File: src/core/bmesc_pkg.sv
/*
  Shared constants, field layouts and types of the step-down converter mode, enable and
  start-up controller.
  Assumes a single 125 MHz clock and a 32-bit classic Wishbone register bus.
*/
package bmesc_pkg;

  ////////////////////////////////////////////////////////////////////////////////////////////
  // Clock and timing
  localparam int          CLK_PERIOD_NS  = 8;
  localparam int          CLK_FREQ_KHZ   = 125000;
  localparam int          REF_TIME_NS    = 5000;
  localparam int          REF_CYC        = (REF_TIME_NS + CLK_PERIOD_NS - 1) / CLK_PERIOD_NS;
  localparam int          STRAP_TIME_NS  = 32;
  localparam int          STRAP_CYC      = (STRAP_TIME_NS + CLK_PERIOD_NS - 1) / CLK_PERIOD_NS;
  localparam int          EN_DELAY_NS    = 10000;
  localparam int          EN_DELAY_CYC   = (EN_DELAY_NS + CLK_PERIOD_NS - 1) / CLK_PERIOD_NS;
  localparam int          RAMP_TIME_US   = 1000;
  localparam int          RAMP_CYC       = (RAMP_TIME_US * 1000 + CLK_PERIOD_NS - 1)
                                           / CLK_PERIOD_NS;
  localparam int          SYNC_GAP_NS    = 1000;
  localparam logic [7:0]  SYNC_GAP_CYC   = 8'(SYNC_GAP_NS / CLK_PERIOD_NS);
  localparam logic [2:0]  NONSYNC_CYCLES = 3'h6;

  ////////////////////////////////////////////////////////////////////////////////////////////
  // Switching frequencies and divider periods
  localparam int          FSW_A_KHZ      = 1500;
  localparam int          FSW_B_KHZ      = 2250;
  localparam int          FSW_C_KHZ      = 2500;
  localparam int          FSW_D_KHZ      = 3000;
  localparam logic [7:0]  PER_A          = 8'(CLK_FREQ_KHZ / FSW_A_KHZ);
  localparam logic [7:0]  PER_B          = 8'(CLK_FREQ_KHZ / FSW_B_KHZ);
  localparam logic [7:0]  PER_C          = 8'(CLK_FREQ_KHZ / FSW_C_KHZ);
  localparam logic [7:0]  PER_D          = 8'(CLK_FREQ_KHZ / FSW_D_KHZ);
  localparam logic [7:0]  PER_RST        = PER_B;

  // Strap pin codes: MSB is the plain level, LSB the level under the test current
  localparam logic [1:0]  STRAP_GND      = 2'h0;
  localparam logic [1:0]  STRAP_RES_GND  = 2'h1;
  localparam logic [1:0]  STRAP_RES_VIN  = 2'h2;
  localparam logic [1:0]  STRAP_VIN      = 2'h3;

  // Load classification codes
  localparam logic [1:0]  LOAD_VERY_LOW  = 2'h0;
  localparam logic [1:0]  LOAD_LOW       = 2'h1;

  ////////////////////////////////////////////////////////////////////////////////////////////
  // Register map
  localparam logic [7:0]  ADR_CTRL_A     = 8'h00;
  localparam logic [7:0]  ADR_CTRL_C     = 8'h04;
  localparam logic [7:0]  ADR_STATUS     = 8'h08;
  localparam int          CA_FORCED_PULSE_WIDTH_OPERATION_BIT    = 0;
  localparam int          CA_NONSYNC_BIT = 1;
  localparam int          CC_SINGLE_BIT  = 0;
  localparam logic        CA_FORCED_PULSE_WIDTH_OPERATION_RST    = 1'b0;
  localparam logic        CA_NONSYNC_RST = 1'b0;
  localparam logic        CC_SINGLE_RST  = 1'b0;

  ////////////////////////////////////////////////////////////////////////////////////////////
  // Types
  typedef enum logic [2:0] {
    FS_LOCKOUT, FS_REF, FS_STRAP, FS_LOAD, FS_IDLE, FS_DELAY, FS_RAMP, FS_RUN
  } bmesc_fsm_type;

  typedef enum logic [1:0] {
    OP_OFF, OP_CCM, OP_DCM, OP_PFM
  } bmesc_op_type;

  typedef struct packed {
    logic       mode_pin;
    logic       en_pin;
    logic       input_undervoltage_lockout;
    logic       thermal_fault;
    logic       overvoltage_fault;
    logic       load_release;
    logic       zero_cross;
    logic       pfm_demand;
    logic [1:0] load_level;
    logic [1:0] voltage_strap_pin;
    logic [1:0] frequency_strap_pin;
    logic       sync_out_strap;
  } bmesc_pins_type;

  typedef struct packed {
    logic [15:0]  reserved;
    logic [3:0]   fsm;
    bmesc_op_type op;
    logic [1:0]   fstrap;
    logic [1:0]   vstrap;
    logic         sout;
    logic         nonsync_active;
    logic         sync_present;
    logic         power_save;
    logic         fault;
    logic         init_done;
  } bmesc_status_type;

endpackage : bmesc_pkg

File: src/core/bmesc_sync.sv
/*
  Two-flop synchroniser for a vector of asynchronous pin levels.
  Assumes each bit is an independent level; no word coherence across bits.
*/
`timescale 1ns/10ps
module bmesc_sync #(
  parameter int WIDTH = 1
) (
  input  wire logic             clk,
  input  wire logic             rst,
  input  wire logic [WIDTH-1:0] d_i,
  output logic      [WIDTH-1:0] q_o
);
  import bmesc_pkg::*;

  typedef struct packed {
    logic [WIDTH-1:0] meta;
    logic [WIDTH-1:0] held;
  } bmesc_sync_state_type;

  bmesc_sync_state_type q;
  bmesc_sync_state_type n;

  always_comb begin
    n      = q;
    n.meta = d_i;
    n.held = q.meta;
  end

  always_ff @(posedge clk or posedge rst) begin
    if (rst) begin
      q <= '0;
    end else begin
      q <= n;
    end
  end

  assign q_o = q.held;

endmodule : bmesc_sync

File: src/core/bmesc_div.sv
/*
  Switching-cycle divider: one-cycle tick every period_i clocks while run_i is high.
  Assumes period_i is at least 2 and stable while running.
*/
`timescale 1ns/10ps
module bmesc_div #(
  parameter int WIDTH = 8
) (
  input  wire logic             clk,
  input  wire logic             rst,
  input  wire logic             run_i,
  input  wire logic [WIDTH-1:0] period_i,
  output logic                  tick_o
);
  import bmesc_pkg::*;

  typedef struct packed {
    logic [WIDTH-1:0] cnt;
    logic             tick;
  } bmesc_div_state_type;

  bmesc_div_state_type q;
  bmesc_div_state_type n;

  always_comb begin
    n      = q;
    n.tick = 1'b0;
    if (!run_i) begin
      n.cnt = '0;
    end else if (q.cnt == period_i - WIDTH'(1)) begin
      n.cnt  = '0;
      n.tick = 1'b1;
    end else begin
      n.cnt = q.cnt + WIDTH'(1);
    end
  end

  always_ff @(posedge clk or posedge rst) begin
    if (rst) begin
      q <= '0;
    end else begin
      q <= n;
    end
  end

  assign tick_o = q.tick;

endmodule : bmesc_div

File: src/core/bmesc_top.sv
/*
  Mode selection, enable-line handling and power-up sequencing of a step-down converter,
  with a classic Wishbone register slave.
  Assumes pins arrive asynchronously, the enable pin is open drain with an external pull-up,
  and the analog loop classifies load and reports zero crossing and pulse demand.
*/
`timescale 1ns/10ps

// Operation
// - Power save with mode pin low, forced bit clear and no sync clock present, and always during the ramp; else forced PWM
// - Forced PWM always uses continuous fixed-frequency conduction
// - Power save picks continuous, discontinuous or pulse skip by load level
// - Discontinuous mode keeps the switching frequency, pulses every cycle
// - Pulse skip pulses only on demand, aligned to the switching tick
// - Load release keeps low-side switch off for six switching cycles
// - Enable pin is input and open-drain ready or fault output
// - Enable pulled low from power-up until defaults and straps are loaded
// - Faults pull enable low unless standalone bit is set
// - Standalone set: no fault pulldown, initialization pulldown remains
// - Shared line low from any peer blocks start and stops the converter
// - After init without fault, release enable and follow its level
// - Register interface opens at init completion, independent of enable
// - Enable low keeps both switches off and control idle
// - Lockout clear: pull enable, start reference, read straps, load defaults
// - Enable low after init: registers accessible, converter idle
// - Enable high after init: registers accessible, ramp after short delay
// - Start-up ramp permits discontinuous and pulse-skip operation
module bmesc_top #(
  parameter int RAMP_CYCLES = bmesc_pkg::RAMP_CYC
) (
  input  wire logic                      clk,
  input  wire logic                      rst,
  input  wire logic                      wb_cyc_i,
  input  wire logic                      wb_stb_i,
  input  wire logic                      wb_we_i,
  input  wire logic [7:0]                wb_adr_i,
  input  wire logic [3:0]                wb_sel_i,
  input  wire logic [31:0]               wb_dat_i,
  output logic      [31:0]               wb_dat_o,
  output logic                           wb_ack_o,
  input  wire bmesc_pkg::bmesc_pins_type pins_i,
  output logic                           en_pin_o,
  output logic                           en_pin_oe,
  output logic                           hs_gate_o,
  output logic                           ls_gate_o,
  output bmesc_pkg::bmesc_op_type        op_mode_o,
  output logic                           reg_if_en_o,
  output logic                           ramp_o
);
  import bmesc_pkg::*;

  //////////////////////////////////////////////////////////////////////////////////////////////
  // State
  typedef struct packed {
    bmesc_fsm_type fsm;
    logic [23:0]   timer;
    logic          init_done;
    logic          pull;
    logic          forced_pwm_select_bit;
    logic          nonsync_en;
    logic          standalone;
    logic [1:0]    vstrap;
    logic [1:0]    fstrap;
    logic          sout;
    logic [7:0]    period;
    logic          mode_d;
    logic [7:0]    gap;
    logic          sync_pres;
    logic          rel_d;
    logic [2:0]    ns_cnt;
    bmesc_op_type  op;
    logic          hs;
    logic          ls;
    logic          ack;
    logic [31:0]   rdat;
  } bmesc_state_type;

  localparam bmesc_state_type STATE_RST = '{
    fsm:                   FS_LOCKOUT,
    timer:                 24'h00_0000,
    init_done:             1'b0,
    pull:                  1'b1,
    forced_pwm_select_bit: CA_FORCED_PULSE_WIDTH_OPERATION_RST,
    nonsync_en:            CA_NONSYNC_RST,
    standalone:            CC_SINGLE_RST,
    vstrap:                2'h0,
    fstrap:                2'h0,
    sout:                  1'b0,
    period:                PER_RST,
    mode_d:                1'b0,
    gap:                   SYNC_GAP_CYC,
    sync_pres:             1'b0,
    rel_d:                 1'b0,
    ns_cnt:                3'h0,
    op:                    OP_OFF,
    hs:                    1'b0,
    ls:                    1'b0,
    ack:                   1'b0,
    rdat:                  32'h0000_0000
  };

  bmesc_state_type                  q;
  bmesc_state_type                  n;
  logic [$bits(bmesc_pins_type)-1:0] pins_raw;
  bmesc_pins_type                   s;
  logic                             sw_tick;
  logic                             running;
  logic                             fault;
  logic                             en_ok;
  logic                             forced;
  logic                             power_save;
  logic                             req;
  bmesc_status_type                 status;

  //////////////////////////////////////////////////////////////////////////////////////////////
  // Pin synchroniser and switching-cycle divider
  bmesc_sync #(
    .WIDTH ($bits(bmesc_pins_type))
  ) u_sync (
    .clk   (clk),
    .rst   (rst),
    .d_i   (pins_i),
    .q_o   (pins_raw)
  );

  assign s = pins_raw;

  bmesc_div #(
    .WIDTH    (8)
  ) u_div (
    .clk      (clk),
    .rst      (rst),
    .run_i    (running),
    .period_i (q.period),
    .tick_o   (sw_tick)
  );

  //////////////////////////////////////////////////////////////////////////////////////////////
  // Status word
  always_comb begin
    status                = '0;
    status.init_done      = q.init_done;
    status.fault          = fault;
    status.power_save     = power_save;
    status.sync_present   = q.sync_pres;
    status.nonsync_active = (q.ns_cnt != 3'h0);
    status.sout           = q.sout;
    status.vstrap         = q.vstrap;
    status.fstrap         = q.fstrap;
    status.op             = q.op;
    status.fsm            = {1'b0, q.fsm};
  end

  //////////////////////////////////////////////////////////////////////////////////////////////
  // Next state
  always_comb begin
    n          = q;
    running    = (q.fsm == FS_RAMP) || (q.fsm == FS_RUN);
    fault      = s.thermal_fault | s.overvoltage_fault;
    en_ok      = s.en_pin & ~fault;
    req        = wb_cyc_i & wb_stb_i & ~q.ack;

    // Sync clock detection on the mode pin
    n.mode_d = s.mode_pin;
    if (s.mode_pin != q.mode_d) begin
      n.gap       = 8'h00;
      n.sync_pres = (q.gap < SYNC_GAP_CYC);
    end else if (q.gap != SYNC_GAP_CYC) begin
      n.gap = q.gap + 8'h01;
    end else begin
      n.sync_pres = 1'b0;
    end

    // Mode selection
    forced     = q.forced_pwm_select_bit | s.mode_pin | q.sync_pres;
    power_save = ~forced | (q.fsm == FS_RAMP);

    // Power-up sequence and enable gating
    case (q.fsm)
      FS_LOCKOUT: begin
        n.init_done = 1'b0;
        n.timer     = 24'(REF_CYC);
        n.fsm       = FS_REF;
      end
      FS_REF: begin
        if (q.timer <= 24'h00_0001) begin
          n.timer = 24'(STRAP_CYC);
          n.fsm   = FS_STRAP;
        end else begin
          n.timer = q.timer - 24'h00_0001;
        end
      end
      FS_STRAP: begin
        if (q.timer <= 24'h00_0001) begin
          n.vstrap = s.voltage_strap_pin;
          n.fstrap = s.frequency_strap_pin;
          n.sout   = s.sync_out_strap;
          case (s.frequency_strap_pin)
            STRAP_GND:     n.period = PER_B;
            STRAP_RES_GND: n.period = PER_A;
            STRAP_RES_VIN: n.period = PER_D;
            STRAP_VIN:     n.period = PER_C;
            default:       n.period = PER_RST;
          endcase
          n.fsm = FS_LOAD;
        end else begin
          n.timer = q.timer - 24'h00_0001;
        end
      end
      FS_LOAD: begin
        n.forced_pwm_select_bit = CA_FORCED_PULSE_WIDTH_OPERATION_RST;
        n.nonsync_en            = CA_NONSYNC_RST;
        n.standalone            = CC_SINGLE_RST;
        n.init_done             = 1'b1;
        n.fsm                   = FS_IDLE;
      end
      FS_IDLE: begin
        if (en_ok) begin
          n.timer = 24'(EN_DELAY_CYC);
          n.fsm   = FS_DELAY;
        end
      end
      FS_DELAY: begin
        if (!en_ok) begin
          n.fsm = FS_IDLE;
        end else if (q.timer <= 24'h00_0001) begin
          n.timer = 24'(RAMP_CYCLES);
          n.fsm   = FS_RAMP;
        end else begin
          n.timer = q.timer - 24'h00_0001;
        end
      end
      FS_RAMP: begin
        if (!en_ok) begin
          n.fsm = FS_IDLE;
        end else if (q.timer <= 24'h00_0001) begin
          n.fsm = FS_RUN;
        end else begin
          n.timer = q.timer - 24'h00_0001;
        end
      end
      FS_RUN: begin
        if (!en_ok) begin
          n.fsm = FS_IDLE;
        end
      end
      default: begin
        n.fsm = FS_LOCKOUT;
      end
    endcase

    // Lockout restarts the sequence from any state
    if (s.input_undervoltage_lockout) begin
      n.fsm       = FS_LOCKOUT;
      n.init_done = 1'b0;
    end

    // Enable open-drain pulldown
    n.pull = ~n.init_done | (fault & ~q.standalone);

    // Operating kind
    if (!running) begin
      n.op = OP_OFF;
    end else if (!power_save) begin
      n.op = OP_CCM;
    end else if (s.load_level == LOAD_VERY_LOW) begin
      n.op = OP_PFM;
    end else if (s.load_level == LOAD_LOW) begin
      n.op = OP_DCM;
    end else begin
      n.op = OP_CCM;
    end

    // Non-synchronous phase after a load release
    n.rel_d = s.load_release;
    if (!running) begin
      n.ns_cnt = 3'h0;
    end else if (q.nonsync_en && s.load_release && !q.rel_d) begin
      n.ns_cnt = NONSYNC_CYCLES;
    end else if (sw_tick && q.ns_cnt != 3'h0) begin
      n.ns_cnt = q.ns_cnt - 3'h1;
    end

    // Power switch gates
    n.hs = running & sw_tick & ((n.op != OP_PFM) | s.pfm_demand);
    n.ls = running & ~n.hs & (n.ns_cnt == 3'h0)
         & ((n.op == OP_CCM) | ~s.zero_cross);

    // Wishbone slave
    n.ack = req;
    if (req) begin
      n.rdat = 32'h0000_0000;
      if (q.init_done) begin
        if (wb_we_i && wb_sel_i[0]) begin
          case (wb_adr_i)
            ADR_CTRL_A: begin
              n.forced_pwm_select_bit = wb_dat_i[CA_FORCED_PULSE_WIDTH_OPERATION_BIT];
              n.nonsync_en            = wb_dat_i[CA_NONSYNC_BIT];
            end
            ADR_CTRL_C: begin
              n.standalone = wb_dat_i[CC_SINGLE_BIT];
            end
            default: begin
              n.rdat = 32'h0000_0000;
            end
          endcase
        end else if (!wb_we_i) begin
          case (wb_adr_i)
            ADR_CTRL_A: begin
              n.rdat[CA_FORCED_PULSE_WIDTH_OPERATION_BIT]    = q.forced_pwm_select_bit;
              n.rdat[CA_NONSYNC_BIT] = q.nonsync_en;
            end
            ADR_CTRL_C: begin
              n.rdat[CC_SINGLE_BIT] = q.standalone;
            end
            ADR_STATUS: begin
              n.rdat = status;
            end
            default: begin
              n.rdat = 32'h0000_0000;
            end
          endcase
        end
      end
    end
  end

  //////////////////////////////////////////////////////////////////////////////////////////////
  // Registers
  always_ff @(posedge clk or posedge rst) begin
    if (rst) begin
      q <= STATE_RST;
    end else begin
      q <= n;
    end
  end

  //////////////////////////////////////////////////////////////////////////////////////////////
  // Outputs
  assign wb_dat_o    = q.rdat;
  assign wb_ack_o    = q.ack;
  assign en_pin_o    = 1'b0;
  assign en_pin_oe   = q.pull;
  assign hs_gate_o   = q.hs;
  assign ls_gate_o   = q.ls;
  assign op_mode_o   = q.op;
  assign reg_if_en_o = q.init_done;
  assign ramp_o      = (q.fsm == FS_RAMP);

endmodule : bmesc_top

File: config.mk
export PLATFORM = sky130hd
export DESIGN_NAME = bmesc_top
export DESIGN_NICKNAME = d
export VERILOG_FILES = /design/src/core/bmesc_pkg.sv /design/src/core/bmesc_sync.sv /design/src/core/bmesc_div.sv /design/src/core/bmesc_top.sv
export SDC_FILE = /design/constraint.sdc
export NUM_CORES = 1
export LEC_CHECK = 0
export BUFFER_PORTS_ARGS = -buffer_cell sky130_fd_sc_hd__buf_2
export CORE_MARGIN = 1.5
export CORE_UTILIZATION = 55
export DETAILED_ROUTE_END_ITERATION = 12
export PLACE_DENSITY = 0.79
export SLEW_MARGIN = 20
export SYNTH_ARGS = -nofsm -noshare
export SYNTH_HDL_FRONTEND = slang
export SYNTH_SLANG_ARGS = --single-unit
File: constraint.sdc
create_clock -name clk -period 10.2 [get_ports clk]
set_input_delay 2.04 -clock clk [delete_from_list [all_inputs] [get_ports clk]]
set_output_delay 2.04 -clock clk [all_outputs]
set_load 0.05 [all_outputs]
==> impl_metrics.env <==
export IMPL_drive_gt1_share_pct=19.3
export IMPL_core_region_area_mm2=0.00986
export IMPL_core_rowCount=36
export IMPL_area_growth_syn_to_layout_pct=13.3
export IMPL_initial_core_util_pct=57.3
export IMPL_detailed_router_iteration_count_before_antenna_repair=5
export IMPL_design_final_nets=662
export IMPL_mean_number_of_vias_per_cell=5.87
export IMPL_status="complete, no violations"
export IMPL_cp_buffers_inverters=1
export IMPL_clk_latency_ns=0.52
export IMPL_tritoncts_clock_tree="yes"
export IMPL_worst_clock_skew_ns=0.00881
export IMPL_cts_clk_slew_worst_paths_ns=0.06
export IMPL_ys_warn_count=0
export IMPL_dieWidth_um=104
export IMPL_grt_use_total_pct=24.5
export IMPL_globalRouteOverflowTotal=0
export IMPL_via_count=4312
export IMPL_antenna_cells_inserted=0
export IMPL_leakage_nw=2.95
export IMPL_post_synth_cell_area_avg_um2=10.2
export IMPL_worstSetupPathDepth=3
export IMPL_synth_enable_flop_cells=0
export IMPL_rsz0062_at_grt="false"
export IMPL_number_of_antenna_violations_at_the_first_check_in_global_routing=0
export IMPL_post_drt_wl_per_cell_um=16.7
export IMPL_maxSlewViolCount=0
export IMPL_via_count_of_the_first_global_routing_pass=4278
export IMPL_totalNegativeSetupSlack_ns=0
export IMPL_peakVddDrop_mv=0.132
export IMPL_seq_cells_post_synth=116
export IMPL_postRouteAntennaNets=0
export IMPL_fin_crit_ns=4.45
export IMPL_maxCapViolCount=0
export IMPL_startpoint_type="register"
export IMPL_place_hpwl_um=8130
export IMPL_die_y_um=104
export IMPL_globalplace_congestion=0.909
export IMPL_cpPeakStageDelay_ns=0.80
export IMPL_async_flop_share_pct=100
export IMPL_tritoncts_num_buffers=17
export IMPL_crit_path_max_fanout=23
export IMPL_relSlewSlack_pct=26.7
export IMPL_cp_top_family="flip-flops"
export IMPL_regToRegEndpoint="q[54]"
export IMPL_postLayoutCoreUtil_pct=65.0
export IMPL_post_cts_setup_buffer_count=0
export IMPL_grt_max_degree=87
export IMPL_hold_violations=0
export IMPL_cts_resized_gates=0
export IMPL_drc_violations_left=0
export IMPL_worst_r2r_cell_count=6
export IMPL_crit_end_element="primary output"
export IMPL_min_period_over_period_pct=43.7
export IMPL_criticalPathCategory="reg2out"
export IMPL_dp_worst_setup_slack_ns=6.33
export IMPL_ctsLongestPathBuffers=2
export IMPL_ctsHtreeMaxLevel=4
export IMPL_finalSetupViolations=0
export IMPL_critPathArrivalTime_ns=2.41
export IMPL_tightest_slew_ns=1.09
export IMPL_rr_startpoint="q[75]"
export IMPL_iteration_0_drc_count_of_the_detailed_router=410
export IMPL_type_of_the_worst_min_delay_path="reg2reg"
export IMPL_synth_yosys_seq_area_share_pct=51.6
export IMPL_io_pin_count=105
export IMPL_hold_path_startpoint="u_sync.n[5]"
export IMPL_holdPathEnd="u_sync.q_o[5]"
export IMPL_layout_setup_ws_ns=5.75
export IMPL_port_buffer_count=53
export IMPL_clockRootBuffer="sky130_fd_sc_hd__clkbuf_8"
export IMPL_setup_reg_to_reg_worst_slack_ns=7.16
export IMPL_max_freq_ghz=0.225
export IMPL_grt_first_pass_wirelength_um=21000
export IMPL_post_synth_cell_types=69
export IMPL_path_cells="nand2_1 -> nor2_1 -> buf_2"
export IMPL_ys_flop_type="sky130_fd_sc_hd__dfrtp_1"
export IMPL_area_enclosed_by_the_die_boundary_mm2=0.0109
export IMPL_drt_total_wl_um=12300
export IMPL_crit_required_ns=8.16
export IMPL_holdBufCountCts=0
export IMPL_fin_worst_hold_slack_ns=0.347
export IMPL_syn_inst=554
export IMPL_pwr_dens_mw_per_mm2=181
export IMPL_whs_path_depth=0
export IMPL_numClockSinks=116
export IMPL_synth_area_mm2=0.00566
export IMPL_crit_slowest_cell="sky130_fd_sc_hd__dfrtp_1"
export IMPL_num_fill_cells=716
-- placed cells by master (no fill, tap or decap), types with 3 or more instances in the layout --
| cell | count |
|---|---|
| sky130_fd_sc_hd__or4_1 | 7 |
| sky130_fd_sc_hd__a22o_1 | 12 |
| sky130_fd_sc_hd__a31oi_1 | 9 |
| sky130_fd_sc_hd__nor4_1 | 12 |
| sky130_fd_sc_hd__inv_1 | 14 |
| sky130_fd_sc_hd__nand3b_1 | 4 |
| sky130_fd_sc_hd__o311ai_0 | 4 |
| sky130_fd_sc_hd__a211o_1 | 3 |
| sky130_fd_sc_hd__nand3_1 | 17 |
| sky130_fd_sc_hd__nor2_1 | 39 |
| sky130_fd_sc_hd__nor2b_1 | 6 |
| sky130_fd_sc_hd__bufinv_16 | 4 |
| sky130_fd_sc_hd__mux2i_1 | 5 |
| sky130_fd_sc_hd__nand4_1 | 6 |
| sky130_fd_sc_hd__a21oi_1 | 21 |
| sky130_fd_sc_hd__nor3_1 | 25 |
| sky130_fd_sc_hd__conb_1 | 18 |
| sky130_fd_sc_hd__buf_2 | 53 |
| sky130_fd_sc_hd__a21o_1 | 7 |
| sky130_fd_sc_hd__dfstp_2 | 11 |
| sky130_fd_sc_hd__xnor2_1 | 11 |
| sky130_fd_sc_hd__clkbuf_16 | 16 |
| sky130_fd_sc_hd__clkinv_2 | 3 |
| sky130_fd_sc_hd__a32o_1 | 3 |
| sky130_fd_sc_hd__dfrtp_1 | 105 |
| sky130_fd_sc_hd__clkinvlp_4 | 4 |
| sky130_fd_sc_hd__or3_1 | 14 |
| sky130_fd_sc_hd__nand2_1 | 47 |
| sky130_fd_sc_hd__nand2b_1 | 4 |
| sky130_fd_sc_hd__nor3b_1 | 4 |
| sky130_fd_sc_hd__ha_1 | 9 |
| sky130_fd_sc_hd__o21ai_1 | 3 |
| sky130_fd_sc_hd__and3_1 | 7 |
| sky130_fd_sc_hd__o21ai_0 | 31 |
| sky130_fd_sc_hd__xor2_1 | 11 |
-- synth_stat cells, drive strengths merged, types with 13 or more instances --
master	number	area, µm²
nor4	13	87.6
buf	44	335
inv	15	56.3
o21ai	35	179
nor3	27	145
nand2	48	183
or3	14	87.6
dfrtp	105	2630
nor2	41	169
a21oi	22	114
clkbuf	13	48.8
nand3	17	85.1
-- power by group --
group	total, W	internal, W	switching (W)
clock	0.000612	0.000402	0.000210
combinational	0.0000643	0.0000181	0.0000462
sequential	0.000486	0.000474	0.0000120
total	0.00116	0.000894	0.000268
-- metrics by stage --
step | cell area [µm²] | total power (W) | cells
6_report | 6410 | 0.00116 | 735
5_1_grt | 6410 | 0.00120 | 735
4_1_cts | 6410 | 0.00117 | 735
3_5_place_dp | 5790 | 0.000557 | 703
3_3_place_gp | 5790 | 0.000555 | 703
2_1_floorplan | 5720 | 0.000546 | 571
-- flip-flops by register name, indices dropped and copies added (netlist names), 2 cells and up --
| register | flops |
|---|---|
| q | 55 |
| u_sync.n | 15 |
| u_sync.q_o | 15 |
| wb_dat_o | 15 |
| u_div.q | 8 |
| op_mode_o | 2 |
-- kinds of logic (layout without fill, tap and decap cells) --
| kind of cell | after synthesis | count (layout) | synth area share (%) |
|---|---|---|---|
| adder cells (fa/ha/maj) | 9 | 9 | 1.99 |
| AND/OR/NAND/NOR | 210 | 210 | 19.8 |
| buffers and inverters | 72 | 103 | 7.79 |
| multiplexers | 5 | 5 | 0.885 |
| AO/OA/AOI/OAI | 119 | 119 | 14.5 |
| flip-flops | 116 | 116 | 51.6 |
| XOR/XNOR | 22 | 22 | 3.41 |
| other | 1 | 18 | 0.0663 |
-- worst max path at each step --
stage,from,endpoint,slack [ns]
after detailed placement,q[94],ramp_o,6.33
final,q[94],ramp_o,5.75
after global routing,q[94],ramp_o,5.58
after global placement,q[94],ramp_o,6.34
after CTS,q[94],ramp_o,5.77
after floorplan,rst,hs_gate_o,5.11
-- layout make-up --
type	instances	area, µm²	area share [%]
sequential	116	2920	45.5
multi-input combinational	383	2360	36.9
clock buffer	19	432	6.73
timing repair buffer	56	292	4.55
clock inverter	13	183	2.85
tap	133	166	2.60
inverter	15	58.8	0.917
-- layer usage --
layer | routed length, µm | share of wire (%) | up-vias | global-route usage, %
met2 | 6160 | 50 | 171 | 39.2
met4 | 201 | 1.6 | 0 | 9.23
met1 | 5230 | 43 | 2099 | 31.1
met3 | 702 | 5.7 | 24 | 8.08
li1 | - | - | 2018 | -
met5 | 0 | 0 | - | 0
Power figures use the tool's default switching activity.
